===== config.mk =====
export PLATFORM = sky130hd
export DESIGN_NAME = esr_receiver
export DESIGN_NICKNAME = d
export VERILOG_FILES = /design/src/inc/esr_pkg.sv /design/src/rtl/esr_baud_gen.sv /design/src/rtl/esr_receiver.sv
export VERILOG_INCLUDE_DIRS = /design/src /design/src/inc
export SDC_FILE = /design/constraint.sdc
export NUM_CORES = 1
export LEC_CHECK = 0
export ABC_AREA = 1
export BUFFER_PORTS_ARGS = -buffer_cell sky130_fd_sc_hd__buf_4
export CAP_MARGIN = 20
export CORE_MARGIN = 10
export CORE_UTILIZATION = 57
export DETAILED_ROUTE_END_ITERATION = 10
export PLACE_DENSITY = 0.88
export RECOVER_POWER = 50
export SETUP_SLACK_MARGIN = 0.5
export SLEW_MARGIN = 20
export SYNTH_ARGS = -nofsm -noshare
export SYNTH_HDL_FRONTEND = slang
export SYNTH_SLANG_ARGS = --single-unit
export TNS_END_PERCENT = 100

===== constraint.sdc =====
create_clock -name clk -period 3 [get_ports clk]
set_input_delay 0.15 -clock clk [delete_from_list [all_inputs] [get_ports clk]]
set_output_delay 0.15 -clock clk [all_outputs]
set_load 0.02 [all_outputs]

===== src/inc/esr_consts.svh =====
// register offsets, field positions and reset values of the serial receiver
// assumes a 32-bit apb slave with byte addresses on an 8-bit paddr
`ifndef ESR_CONSTS_SVH
`define ESR_CONSTS_SVH

// ------------------------------------------------
// register byte offsets
// ------------------------------------------------
`define ESR_A_CTRL 8'h00
`define ESR_A_STAT 8'h04
`define ESR_A_DATA 8'h08
`define ESR_A_BAUD 8'h0c
`define ESR_A_IRQ_STAT 8'h10
`define ESR_A_IRQ_MASK 8'h14

// ------------------------------------------------
// control register fields
// ------------------------------------------------
`define ESR_B_SERIAL_PORT_ENABLE 0
`define ESR_B_SYNC_MODE_SELECT 1
`define ESR_B_MASTER_CLOCK_SOURCE_SELECT 2
`define ESR_B_SINGLE_RECEIVE_ENABLE 3
`define ESR_B_CONTINUOUS_RECEIVE_ENABLE 4
`define ESR_B_NINE_BIT_RECEIVE_ENABLE 5
`define ESR_B_SIXTEEN_BIT_DIVISOR_SELECT 6
`define ESR_CTRL_W 7
`define ESR_CTRL_RESET 7'h00

// ------------------------------------------------
// status, interrupt and divisor fields
// ------------------------------------------------
`define ESR_B_NINTH_RECEIVED_BIT 0
`define ESR_B_OVERRUN_ERROR_FLAG 1
`define ESR_B_RECEIVE_INTERRUPT_FLAG 2
`define ESR_B_EV_CHAR 0
`define ESR_B_EV_OVERRUN 1
`define ESR_IRQ_W 2
`define ESR_IRQ_RESET 2'h0
`define ESR_BAUD_RESET 16'h0000
`define ESR_DEPTH 2
`define ESR_LAST_BIT8 4'h7
`define ESR_LAST_BIT9 4'h8

`endif


===== src/inc/esr_pkg.sv =====
// types shared by the serial receiver files
// assumes esr_consts.svh supplies all numbers
package esr_pkg;

  // receive sequencer states
  typedef enum logic [0:0] {ESR_IDLE, ESR_SHIFT} esr_state_e;

  // one received character, ninth bit on top
  typedef logic [8:0] esr_char_t;

endpackage


===== src/rtl/esr_baud_gen.sv =====
// half-period tick generator for the generated serial clock
// assumes run is synchronous to clk and divisors are static while running
`timescale 1ns/1ns
`include "esr_consts.svh"

module esr_baud_gen (
  input wire logic clk, // system clock
  input wire logic reset, // async reset, active high
  input wire logic run, // count while high
  input wire logic sixteen_bit, // use high and low divisor bytes
  input wire logic [15:0] divisor, // baud_divisor_high:baud_divisor_low
  output logic tick // one-cycle pulse per half period
);

  // ------------------------------------------------
  // divider
  // ------------------------------------------------
  logic [15:0] cnt_r; // cycles since last tick
  logic [15:0] limit; // terminal count

  // eight-bit mode ignores the high byte
  assign limit = sixteen_bit ? divisor : {8'h00, divisor[7:0]};

  // counter restarts from zero so the first half period is whole
  always_ff @(posedge clk or posedge reset)
  begin
    if (reset)
    begin
      cnt_r <= 16'h0000;
      tick <= 1'b0;
    end
    else if (!run)
    begin
      cnt_r <= 16'h0000;
      tick <= 1'b0;
    end
    else if (cnt_r >= limit)
    begin
      cnt_r <= 16'h0000;
      tick <= 1'b1;
    end
    else
    begin
      cnt_r <= cnt_r + 16'h0001;
      tick <= 1'b0;
    end
  end

endmodule


===== src/rtl/esr_receiver.sv =====
// synchronous receive path with a two-character queue and overrun handling
// assumes an apb master on clk; serial pins are asynchronous to clk
`timescale 1ns/1ns
`include "esr_consts.svh"

module esr_receiver (
  input wire logic clk, // system clock, 10 MHz
  input wire logic reset, // async reset, active high
  input wire logic psel, // apb select
  input wire logic penable, // apb access phase
  input wire logic pwrite, // apb direction
  input wire logic [7:0] paddr, // apb byte address
  input wire logic [31:0] pwdata, // apb write data
  output logic [31:0] prdata, // apb read data
  output logic pready, // apb ready
  output logic pslverr, // apb error on unmapped address
  input wire logic rx_data_pin, // serial data line
  input wire logic clk_pin_i, // serial clock pin level
  output logic clk_pin_o, // serial clock driven level
  output logic clk_pin_oe_n, // low while driving clock pin
  output logic irq // level interrupt
);

  // ------------------------------------------------
  // declarations
  // ------------------------------------------------
  logic [`ESR_CTRL_W-1:0] ctrl_r; // control bits
  logic [15:0] baud_r; // divisor pair
  logic [`ESR_IRQ_W-1:0] ist_r; // sticky events
  logic [`ESR_IRQ_W-1:0] imask_r; // event enables
  logic [31:0] prdata_r; // read data latched at setup
  logic rd_ok_r; // queue non-empty at setup
  esr_pkg::esr_char_t mem_r [0:`ESR_DEPTH-1]; // queue storage
  logic wr_ptr_r; // next write slot
  logic rd_ptr_r; // oldest slot
  logic [1:0] cnt_r; // characters queued
  logic ovr_r; // overrun_error_flag
  logic ovr_cont_r; // overrun arose in continuous mode
  esr_pkg::esr_state_e state_r; // sequencer state
  logic [3:0] bit_cnt_r; // bits taken this character
  logic [8:0] sh_r; // receive_shift_register
  logic ck_r; // generated clock level
  logic dat_s1, dat_s2; // data synchroniser
  logic ck_s1, ck_s2, ck_s3; // clock synchroniser and delay

  // ------------------------------------------------
  // control fields
  // ------------------------------------------------
  wire serial_port_enable = ctrl_r[`ESR_B_SERIAL_PORT_ENABLE];
  wire sync_mode_select = ctrl_r[`ESR_B_SYNC_MODE_SELECT];
  wire master_clock_source_select = ctrl_r[`ESR_B_MASTER_CLOCK_SOURCE_SELECT];
  wire single_receive_enable = ctrl_r[`ESR_B_SINGLE_RECEIVE_ENABLE];
  wire continuous_receive_enable = ctrl_r[`ESR_B_CONTINUOUS_RECEIVE_ENABLE];
  wire nine_bit_receive_enable = ctrl_r[`ESR_B_NINE_BIT_RECEIVE_ENABLE];
  wire sixteen_bit_divisor_select = ctrl_r[`ESR_B_SIXTEEN_BIT_DIVISOR_SELECT];

  // ------------------------------------------------
  // apb decode
  // ------------------------------------------------
  wire setup = psel && !penable;
  wire access = psel && penable;
  wire sel_ctrl = paddr == `ESR_A_CTRL;
  wire sel_stat = paddr == `ESR_A_STAT;
  wire sel_data = paddr == `ESR_A_DATA;
  wire sel_baud = paddr == `ESR_A_BAUD;
  wire sel_ist = paddr == `ESR_A_IRQ_STAT;
  wire sel_imask = paddr == `ESR_A_IRQ_MASK;
  wire hit = sel_ctrl | sel_stat | sel_data | sel_baud | sel_ist | sel_imask;
  wire wr = access && pwrite && hit;
  wire data_rd = access && !pwrite && sel_data;

  // zero wait states; unmapped addresses answer with an error
  assign pready = 1'b1;
  assign pslverr = access && !hit;
  assign prdata = prdata_r;

  // ------------------------------------------------
  // receive control
  // ------------------------------------------------
  wire port_on = serial_port_enable && sync_mode_select;
  wire master = port_on && master_clock_source_select;
  wire rx_go = port_on && (single_receive_enable || continuous_receive_enable) && !ovr_r;
  wire shifting = state_r == esr_pkg::ESR_SHIFT;
  wire tick; // half-period pulse from the divider
  wire ck_fall = ck_s3 && !ck_s2; // external clock falling edge
  wire samp = shifting && rx_go && (master ? (tick && ck_r) : ck_fall);
  wire [3:0] last_bit = nine_bit_receive_enable ? `ESR_LAST_BIT9 : `ESR_LAST_BIT8;
  wire done = samp && bit_cnt_r == last_bit;
  wire [8:0] sh_nxt = {dat_s2, sh_r[8:1]}; // lsb first
  wire [8:0] char_nxt = nine_bit_receive_enable ? sh_nxt : {1'b0, sh_nxt[8:1]};

  // ------------------------------------------------
  // queue control
  // ------------------------------------------------
  wire full = cnt_r == 2'(`ESR_DEPTH);
  wire push = done && !full;
  wire ovr_set = done && full;
  wire pop = data_rd && rd_ok_r && cnt_r != 2'h0;
  wire rx_flag = cnt_r != 2'h0;
  wire head_ninth = mem_r[rd_ptr_r][8];
  wire [1:0] cnt_nxt = cnt_r + 2'(push) - 2'(pop);

  // overrun clear depends on the mode it arose in
  wire ovr_clr = !serial_port_enable ||
    (ovr_cont_r ? !continuous_receive_enable : data_rd);
  wire [`ESR_IRQ_W-1:0] ev = {ovr_set, push};

  // ------------------------------------------------
  // read mux
  // ------------------------------------------------
  logic [31:0] rd_mux;
  always_comb
  begin
    rd_mux = 32'h0000_0000;
    if (sel_ctrl)
      rd_mux = 32'(ctrl_r);
    else if (sel_stat)
      rd_mux = {29'h0, rx_flag, ovr_r, head_ninth};
    else if (sel_data)
      rd_mux = {24'h0, mem_r[rd_ptr_r][7:0]};
    else if (sel_baud)
      rd_mux = {16'h0, baud_r};
    else if (sel_ist)
      rd_mux = 32'(ist_r);
    else if (sel_imask)
      rd_mux = 32'(imask_r);
  end

  // read data is captured in setup so prdata comes from a flop
  always_ff @(posedge clk or posedge reset)
  begin
    if (reset)
    begin
      prdata_r <= 32'h0000_0000;
      rd_ok_r <= 1'b0;
    end
    else if (setup)
    begin
      prdata_r <= rd_mux;
      rd_ok_r <= rx_flag;
    end
  end

  // ------------------------------------------------
  // software registers
  // ------------------------------------------------
  // a single reception ends itself; a write in the same cycle wins
  always_ff @(posedge clk or posedge reset)
  begin
    if (reset)
      ctrl_r <= `ESR_CTRL_RESET;
    else if (wr && sel_ctrl)
      ctrl_r <= pwdata[`ESR_CTRL_W-1:0];
    else if (done && !continuous_receive_enable)
      ctrl_r[`ESR_B_SINGLE_RECEIVE_ENABLE] <= 1'b0;
  end

  // divisor pair and interrupt mask
  always_ff @(posedge clk or posedge reset)
  begin
    if (reset)
    begin
      baud_r <= `ESR_BAUD_RESET;
      imask_r <= `ESR_IRQ_RESET;
    end
    else
    begin
      if (wr && sel_baud)
        baud_r <= pwdata[15:0];
      if (wr && sel_imask)
        imask_r <= pwdata[`ESR_IRQ_W-1:0];
    end
  end

  // sticky events: write one to clear, a new event wins
  always_ff @(posedge clk or posedge reset)
  begin
    if (reset)
      ist_r <= `ESR_IRQ_RESET;
    else
      ist_r <= (ist_r & ~((wr && sel_ist) ? pwdata[`ESR_IRQ_W-1:0] : `ESR_IRQ_RESET)) | ev;
  end

  // mask bit 0 acts as the receive interrupt enable
  assign irq = |(ist_r & imask_r);

  // ------------------------------------------------
  // pin synchronisers
  // ------------------------------------------------
  always_ff @(posedge clk or posedge reset)
  begin
    if (reset)
    begin
      dat_s1 <= 1'b1;
      dat_s2 <= 1'b1;
      ck_s1 <= 1'b0;
      ck_s2 <= 1'b0;
      ck_s3 <= 1'b0;
    end
    else
    begin
      dat_s1 <= rx_data_pin;
      dat_s2 <= dat_s1;
      ck_s1 <= clk_pin_i;
      ck_s2 <= ck_s1;
      ck_s3 <= ck_s2;
    end
  end

  // ------------------------------------------------
  // serial clock generation
  // ------------------------------------------------
  esr_baud_gen u_baud (
    .clk(clk),
    .reset(reset),
    .run(master && shifting && rx_go),
    .sixteen_bit(sixteen_bit_divisor_select),
    .divisor(baud_r),
    .tick(tick)
  );

  // clock idles low; data is taken as it falls, giving the
  // transmitter a whole high phase to settle the line
  always_ff @(posedge clk or posedge reset)
  begin
    if (reset)
      ck_r <= 1'b0;
    else if (!(master && shifting && rx_go))
      ck_r <= 1'b0;
    else if (tick)
      ck_r <= !ck_r;
  end

  assign clk_pin_o = ck_r;
  assign clk_pin_oe_n = !master;

  // ------------------------------------------------
  // receive sequencer
  // ------------------------------------------------
  always_ff @(posedge clk or posedge reset)
  begin
    if (reset)
    begin
      state_r <= esr_pkg::ESR_IDLE;
      bit_cnt_r <= 4'h0;
      sh_r <= 9'h000;
    end
    else
    begin
      case (state_r)
        esr_pkg::ESR_IDLE:
        begin
          bit_cnt_r <= 4'h0;
          if (rx_go)
            state_r <= esr_pkg::ESR_SHIFT;
        end
        esr_pkg::ESR_SHIFT:
        begin
          // dropping an enable abandons the partial character
          if (!rx_go)
          begin
            state_r <= esr_pkg::ESR_IDLE;
            bit_cnt_r <= 4'h0;
          end
          else if (done)
          begin
            bit_cnt_r <= 4'h0;
            sh_r <= sh_nxt;
            if (!continuous_receive_enable)
              state_r <= esr_pkg::ESR_IDLE;
          end
          else if (samp)
          begin
            bit_cnt_r <= bit_cnt_r + 4'h1;
            sh_r <= sh_nxt;
          end
        end
        default:
          state_r <= esr_pkg::ESR_IDLE;
      endcase
    end
  end

  // ------------------------------------------------
  // two-entry queue
  // ------------------------------------------------
  // the new character is only written when a slot is free
  always_ff @(posedge clk)
  begin
    if (push)
      mem_r[wr_ptr_r] <= char_nxt;
  end

  // pointers and count; port disable empties the queue
  always_ff @(posedge clk or posedge reset)
  begin
    if (reset)
    begin
      wr_ptr_r <= 1'b0;
      rd_ptr_r <= 1'b0;
      cnt_r <= 2'h0;
    end
    else if (!serial_port_enable)
    begin
      wr_ptr_r <= 1'b0;
      rd_ptr_r <= 1'b0;
      cnt_r <= 2'h0;
    end
    else
    begin
      if (push)
        wr_ptr_r <= !wr_ptr_r;
      if (pop)
        rd_ptr_r <= !rd_ptr_r;
      cnt_r <= cnt_nxt;
    end
  end

  // ------------------------------------------------
  // overrun flag
  // ------------------------------------------------
  // no register write loads this flop; a control write can clear it through ovr_clr
  always_ff @(posedge clk or posedge reset)
  begin
    if (reset)
    begin
      ovr_r <= 1'b0;
      ovr_cont_r <= 1'b0;
    end
    else if (ovr_set)
    begin
      ovr_r <= 1'b1;
      ovr_cont_r <= continuous_receive_enable;
    end
    else if (ovr_r && ovr_clr)
      ovr_r <= 1'b0;
  end
endmodule


==> results of run 1 <==
-- registers in the layout, summed over array words and instances, names as in the netlist, 2 cells and up --
| name | cells |
|---|---|
| imask_r | 2 |
| cnt_r | 2 |
| bit_cnt_r | 4 |
| sh_r | 8 |
| ctrl_r | 7 |
| ist_r | 2 |
| baud_r | 16 |
| mem_r | 18 |
| u_baud.cnt_r | 16 |
| prdata | 16 |
-- cell usage after synthesis (all sizes together) --
master  count
clkbuf      5
dfrtp      84
o21bai      5
o21ai      60
ha         20
nand4       8
or2         4
o21a        1
buf        27
o31ai       1
conb        2
o211ai      3
nand2     150
edfxtp     18
clkinv      1
nand3b      2
mux2i       6
dfstp       2
nor2       69
xor2        1
inv        85
nor3        5
a21oi      19
o22ai       6
nand3      47
a22o        1
xnor2       2
-- cell families (layout without fill, tap and decap cells) --
kind of cell / count (synthesis) / in the layout / synth area share (%)
AOI/OAI and AO/OA: 96 / 96 / 9.79
adders and majority gates: 20 / 20 / 4.67
buffers and inverters: 118 / 163 / 9.93
other: 2 / 17 / 0.140
DFF: 104 / 104 / 50.3
xor gates and xnor gates: 3 / 3 / 0.491
muxes: 6 / 6 / 1.12
and+or+nand+nor: 285 / 285 / 23.5
-- worst paths after layout --
check	to	slack, ps	cells past startpoint
hold / removal	baud_r[7]$_DFFE_PP0P_	9	3
setup reg to reg	u_baud.cnt_r[14]$_DFF_PP0_	800	10
hold reg to reg	dat_s2$_DFF_PP1_	360	0
setup / recovery	baud_r[12]$_DFFE_PP0P_	730	10
min in group asynchronous	baud_r[4]$_DFFE_PP0P_	870	3
max in group asynchronous	dat_s2$_DFF_PP1_	840	4
-- what timing repair did --
item,4_1_cts,5_1_grt
gates resized for setup,0,0
hold endpoints to repair,47,0
hold buffers,3,0
-- cell type report --
class / instances / area [sq um] / area share, %
Clock buffer: 9 / 124 / 2.10
Timing Repair Buffer: 61 / 380 / 6.45
Multi-Input combinational cell: 427 / 2190 / 37.0
Sequential cell: 104 / 2700 / 45.7
Tap cell: 111 / 139 / 2.35
Inverter: 86 / 324 / 5.49
Clock inverter: 7 / 52.6 / 0.891
-- layer usage --
| metal | GRT usage (%) | share of wire [%] | up-vias |
|---|---|---|---|
| met5 | 0 | 0 | - |
| met4 | 8.65 | 2.5 | 0 |
| met3 | 4.33 | 6.7 | 30 |
| met2 | 32.5 | 51 | 186 |
| met1 | 20.7 | 40 | 2095 |
| li1 | - | - | 2121 |
-- worst max-delay path: cells and delay by family --
| kind | cells | cell delay (ps) |
|---|---|---|
| buf+inv | 3 | 870 |
| simple gates | 6 | 1410 |
| compound gates | 1 | 90 |
-- power breakdown --
group	switching, mW	internal (mW)
Sequential	0.00691	1.44
Combinational	0.0970	0.0435
Clock	0.510	0.309
==> impl_metrics.toml, run 1 <==
[routing]
viasPerCell = 5.51
ant_nets = 0
vias = 4432
drt_iter0_drc = 414
routed_wl_mm = 12.4
dr.pass1.iters = 7
drc_errors = 0
wl_per_cell_microns = 15.4

[placement]
pre_cts_ws_ps = 837
port_buffers = 50
dp.cells = 786
dpl_cell_area_sq_um = 5780
dpl.hpwl_mm = 9.45
place.gp.congestion = 0.898

[hold_path]
min_from = "pwdata[7]"
holdCritPathClass = "input port to flop"

[sta]
fmax_mhz = 441
slew_viol_final = 48
fin_tns_setup_ps = 0
skew_ps = 12.5
setup_viol = 0
min_period_ps = 2270
holdWs_ps = 9.31
rsz0062_at_grt = "no"
timing.final.crit_share_pct = 75.6
worst_slew_pin_slew_ps = 2130
hold_violations = 0
relSlewSlack_pct = -42.7
finalWorstSetupSlack_ps = 731

[clocking]
htree_levels = 3
post_cts_buffers = 0
cts_tree = "yes"
clock_sink_count = 104
cts_buffers = 9
cts_buffer_depth = 2
clkSlewWorstSetupHoldPaths_ps = 100
clockRootBuffer = "clkbuf_8"
clk_latency_ps = 390

[global_routing]
grt_max_degree = 48
grt_pass1_wl_mm = 20.2
antenna_found_initial = 0
grt_util_all_layers_pct = 18.5
grt_overflow = 0
grt_pass1_vias = 4450

[die]
start_util_pct = 58.2
core_sq_um = 9200
placementRows = 35
ios = 84
die_h_microns = 117
die_x_microns = 117
die_area_sq_um = 13700

[cells_and_area]
area_growth_pct = 10.2
antenna_cells = 0
post-route-util_pct = 64.2
fin_nets = 756
layout_common_cells = "nand2_1, dfrtp_1, inv_1, nor2_1, nand3_1"
final_cell_area_sq_um = 5900
drive_gt1_share_pct = 11.1
final_common_cell = "nand2_1"
fin_cells = 805
fillers = 758

[synth]
yosys_warnings = 0
yosysTopAreaCell = "dfrtp_1"
netlist-cell-type-count = 38
synth-seq-area-share_pct = 50.3
synth_area_sq_um = 5360
synth_top_area_share_pct = 39.2
syn_avg_cell_area_sq_um = 8.45
ys_top_cells_by_area = "dfrtp_1, nand2_1, edfxtp_1"
ys_ff_latch = 104
synth_cells = 634

[worst_setup_path]
cp.required_ps = 3250
start_kind = "input port"
slowest_stage = "nand3_2"
path_class = "input port to flop"
crit_path_start = "paddr[7]"
cp.arrival_ps = 2510
crit_fanout = 32
path_cells = "clkbuf_4 -> nor2_1 -> nand2_1 -> nor2_1 -> clkbuf_1 -> inv_1 -> nand3_2 -> nand3_2 -> nand2_1 -> o21ai_1"
end_kind = "flop"
max_stage_delay_ps = 510
reg2reg_from = "ctrl_r[6]$_DFFE_PP0P_"

[pwr]
peakVddDrop_v = 0.000334
p_leak_nw = 2.69
cellPowerDensity_nw_per_um2 = 408
p_total_mw = 2.41

[run_status]
violations = "max-capacitance violations, max-slew violations"
status = "complete, but fails checks"

[job]
cap_violations = 1
No activity file was read; power rests on OpenSTA's default activity.
==> run 2, diff against run 1 <==
--- a/config.mk
+++ b/config.mk
@@ -6,13 +6,13 @@
 export SDC_FILE = /design/constraint.sdc
 export NUM_CORES = 1
 export LEC_CHECK = 0
-export ABC_AREA = 1
+export ABC_AREA = 0
 export BUFFER_PORTS_ARGS = -buffer_cell sky130_fd_sc_hd__buf_4
 export CAP_MARGIN = 20
 export CORE_MARGIN = 10
-export CORE_UTILIZATION = 57
+export CORE_UTILIZATION = 51
 export DETAILED_ROUTE_END_ITERATION = 10
-export PLACE_DENSITY = 0.88
+export PLACE_DENSITY = 0.84
 export RECOVER_POWER = 50
 export SETUP_SLACK_MARGIN = 0.5
 export SLEW_MARGIN = 20
==> constraint.sdc (replaced) <==
create_clock -name clk -period 2.01 [get_ports clk]
set_input_delay 0.1005 -clock clk [delete_from_list [all_inputs] [get_ports clk]]
set_output_delay 0.1005 -clock clk [all_outputs]
set_load 0.02 [all_outputs]
==> run 2 against run 1 <==
The flow finishes with violations (negative setup slack). Final cell count fell by 8.6%. Count of clock-buffer cells in the layout is 1 higher. Clock power rose by 48%. Combinational power rose by 94%. Sequential cell count stayed put. Register-to-register slack worse by 1100 ps. Sequential power rose by 49%. Critical path type is now flop to flop. Highest routed layer unchanged.
==> impl_metrics.toml, run 2 <==
[sta]
relSlewSlack_pct = 36.2
worst_slew_pin_slew_ps = 951
skew_ps = 6.45
fin_tns_setup_ps = -2670
setup_viol = 28
timing.final.crit_share_pct = 112
min_period_ps = 2260
finalWorstSetupSlack_ps = -251
fmax_mhz = 442
slew_viol_final = 0
hold_violations = 0
rsz0062_at_grt = "yes"

[die]
start_util_pct = 52.4
die_area_sq_um = 14500
die_x_microns = 120
ios = 84
die_h_microns = 120
core_sq_um = 9770
placementRows = 36

[clocking]
clockRootBuffer = "clkbuf_8"
htree_levels = 3
clk_latency_ps = 370
cts_buffers = 9
cts_tree = "yes"
clkSlewWorstSetupHoldPaths_ps = 100
cts_buffer_depth = 2
clock_sink_count = 104

[worst_setup_path]
cp.arrival_ps = 2530
start_kind = "flop"
crit_fanout = 2
cp.required_ps = 2270
end_kind = "flop"
slowest_stage = "dfrtp_1"
path_class = "flop to flop"
path_cells = "nand3b_1 -> nor2_2 -> nand2_2 -> nor3_4 -> inv_2 -> ha_4 -> inv_2 -> ha_4 -> xnor2_2 -> xnor2_1 -> and2_1"
r2r_cells = 11
max_stage_delay_ps = 430

[cells_and_area]
largest_register_ffs = 18
final_cell_area_sq_um = 6990
drive_gt1_share_pct = 39.5
fin_nets = 664
area_growth_pct = 36.3
regMostFlops = "mem_r"
final_common_cell = "dfrtp_1"
fillers = 607
layout_common_cells = "dfrtp_1, buf_4, nand2_1, buf_6"
post-route-util_pct = 71.5
fin_cells = 736

[synth]
synth_commonest_cells = "dfrtp_1, nand2_1, nor2_1"
syn_avg_cell_area_sq_um = 11.0
ys_ff_latch = 104
yosysTopAreaCell = "dfrtp_1"
synth-edff-count = 18
synth_cells = 464
yosysMostFrequentCell = "dfrtp_1"
synthFlopType = "dfrtp_1"
synth-seq-area-share_pct = 52.6
async_reset_ff_share_pct = 82.7
synth_top_area_share_pct = 41.0
synth_area_sq_um = 5130
netlist-cell-type-count = 56
yosys_warnings = 0
ys_top_cells_by_area = "dfrtp_1, edfxtp_1, mux2_2"

[pwr]
cellPowerDensity_nw_per_um2 = 522
pwr-share-comb_pct = 7.4
p_clk_share_pct = 33.2
p_leak_nw = 3.11
switching_share_pct = 25.3
p_int_mw = 2.72
peakVddDrop_v = 0.000326
seqPwrFrac_pct = 59.4
p_sw_mw = 0.924

[routing]
drc_errors = 0
routed_wl_mm = 15.6
vias = 4301
dr.pass1.iters = 5
viasPerCell = 5.84
wl_per_cell_microns = 21.2
ant_nets = 0
drt_iter0_drc = 442

[global_routing]
grt_pass1_vias = 4239
grt_pass1_wl_mm = 22.6
grt_overflow = 0
grt_max_degree = 38
grt_util_all_layers_pct = 19.7
antenna_found_initial = 1

[placement]
port_buffers = 50
dpl.hpwl_mm = 9.14
dpl_cell_area_sq_um = 6120
place.gp.congestion = 0.878
dp.cells = 675
pre_cts_ws_ps = -357

[job]
cap_violations = 0

[hold_path]
hold_path_depth = 2
holdCritPathClass = "input port to flop"

[run_status]
status = "complete, but fails checks"
violations = "negative setup slack"
[run 2: changes by cell type after synthesis, moves of 7 or more]
cell	previous run	this run
a22o_1	1	10
and2_1	0	7
buf_2	8	0
inv_1	83	15
mux2_2	0	25
mux2i_1	6	13
nand2_1	148	60
nand3_1	42	12
nor2_1	62	33
o21ai_0	35	17
o21ai_1	23	0
xor2_1	1	9
[run 2: per-layer routing]
| metal | wire (microns) | GRT usage, % | vias up |
|---|---|---|---|
| li1 | - | - | 1867 |
| met1 | 6080 | 24.2 | 2125 |
| met2 | 7450 | 30.8 | 251 |
| met3 | 1280 | 6.79 | 58 |
| met4 | 756 | 9.05 | 0 |
| met5 | 0 | 0 | - |
[run 2: through the flow]
stage | hold WS, ps | total power [mW]
finish | 20.0 | 3.64
global route | 0.936 | 3.76
CTS | 12.3 | 3.61
detailed placement | 162 | 2.43
global placement | 162 | 2.42
floorplan | 105 | 2.35
[run 2: timing repair]
item                                    in CTS  in global routing
gates resized for setup                     36                 65
pin swaps                                   13                 24
hold buffers                                16                  0
endpoints found under the hold margin       39                  0
endpoints found under the setup margin      75                 88
buffers inserted                            11                 14
cloned                                       3                  0
[run 2: final timing paths]
check / endpoint / from / slack [ps]
setup / recovery: cnt_r[1]$_DFF_PP0_ / ovr_r$_DFFE_PP0P_ / -250
setup reg to reg: cnt_r[1]$_DFF_PP0_ / ovr_r$_DFFE_PP0P_ / -250
min in group asynchronous: imask_r[0]$_DFFE_PP0P_ / reset / 440
hold / removal: imask_r[0]$_DFFE_PP0P_ / pwdata[0] / 20
hold reg to reg: ck_s2$_DFF_PP0_ / ck_s1$_DFF_PP0_ / 360
max in group asynchronous: ctrl_r[1]$_DFFE_PP0P_ / reset / 180
[run 2: kinds of logic (layout without fill, tap and decap cells)]
family / Yosys count / in the layout / synth area share, %
AND/OR/NAND/NOR: 157 / 159 / 14.9
flip-flops: 104 / 104 / 52.6
AO/OA/AOI/OAI: 71 / 71 / 9.28
buffers and inverters: 47 / 168 / 5.05
multiplexers: 46 / 46 / 10.2
adder cells (fa/ha/maj): 20 / 20 / 4.88
XOR/XNOR: 17 / 17 / 2.90
other: 2 / 18 / 0.147
[run 2: power groups by stage]
stage | logic [mW] | registers, mW | clock network [mW]
after floorplan | 0.146 | 2.20 | 0
after global placement | 0.219 | 2.20 | 0
after detailed placement | 0.224 | 2.21 | 0
after CTS | 0.255 | 2.16 | 1.20
after global routing | 0.292 | 2.17 | 1.30
final | 0.271 | 2.16 | 1.21
[run 2: cell type report]
type,instances,area (sq um),share of cell area (%)
repair buffers,137,1180,16.8
clock inverters,6,43.8,0.627
inverters,15,57.6,0.824
multi-input cells,330,2710,38.8
flip-flops and latches,104,2700,38.6
clock buffers,10,128,1.83
well taps,133,166,2.38
diodes,1,2.50,0.0358
[run 2: critical path, delay by kind of cell (launching register included)]
family                   cells  cell delay [ps]
adder cells (fa/ha/maj)      2              440
AND/OR/NAND/NOR              5              890
flip-flops                   1              430
buffers and inverters        2              130
XOR/XNOR                     2              260
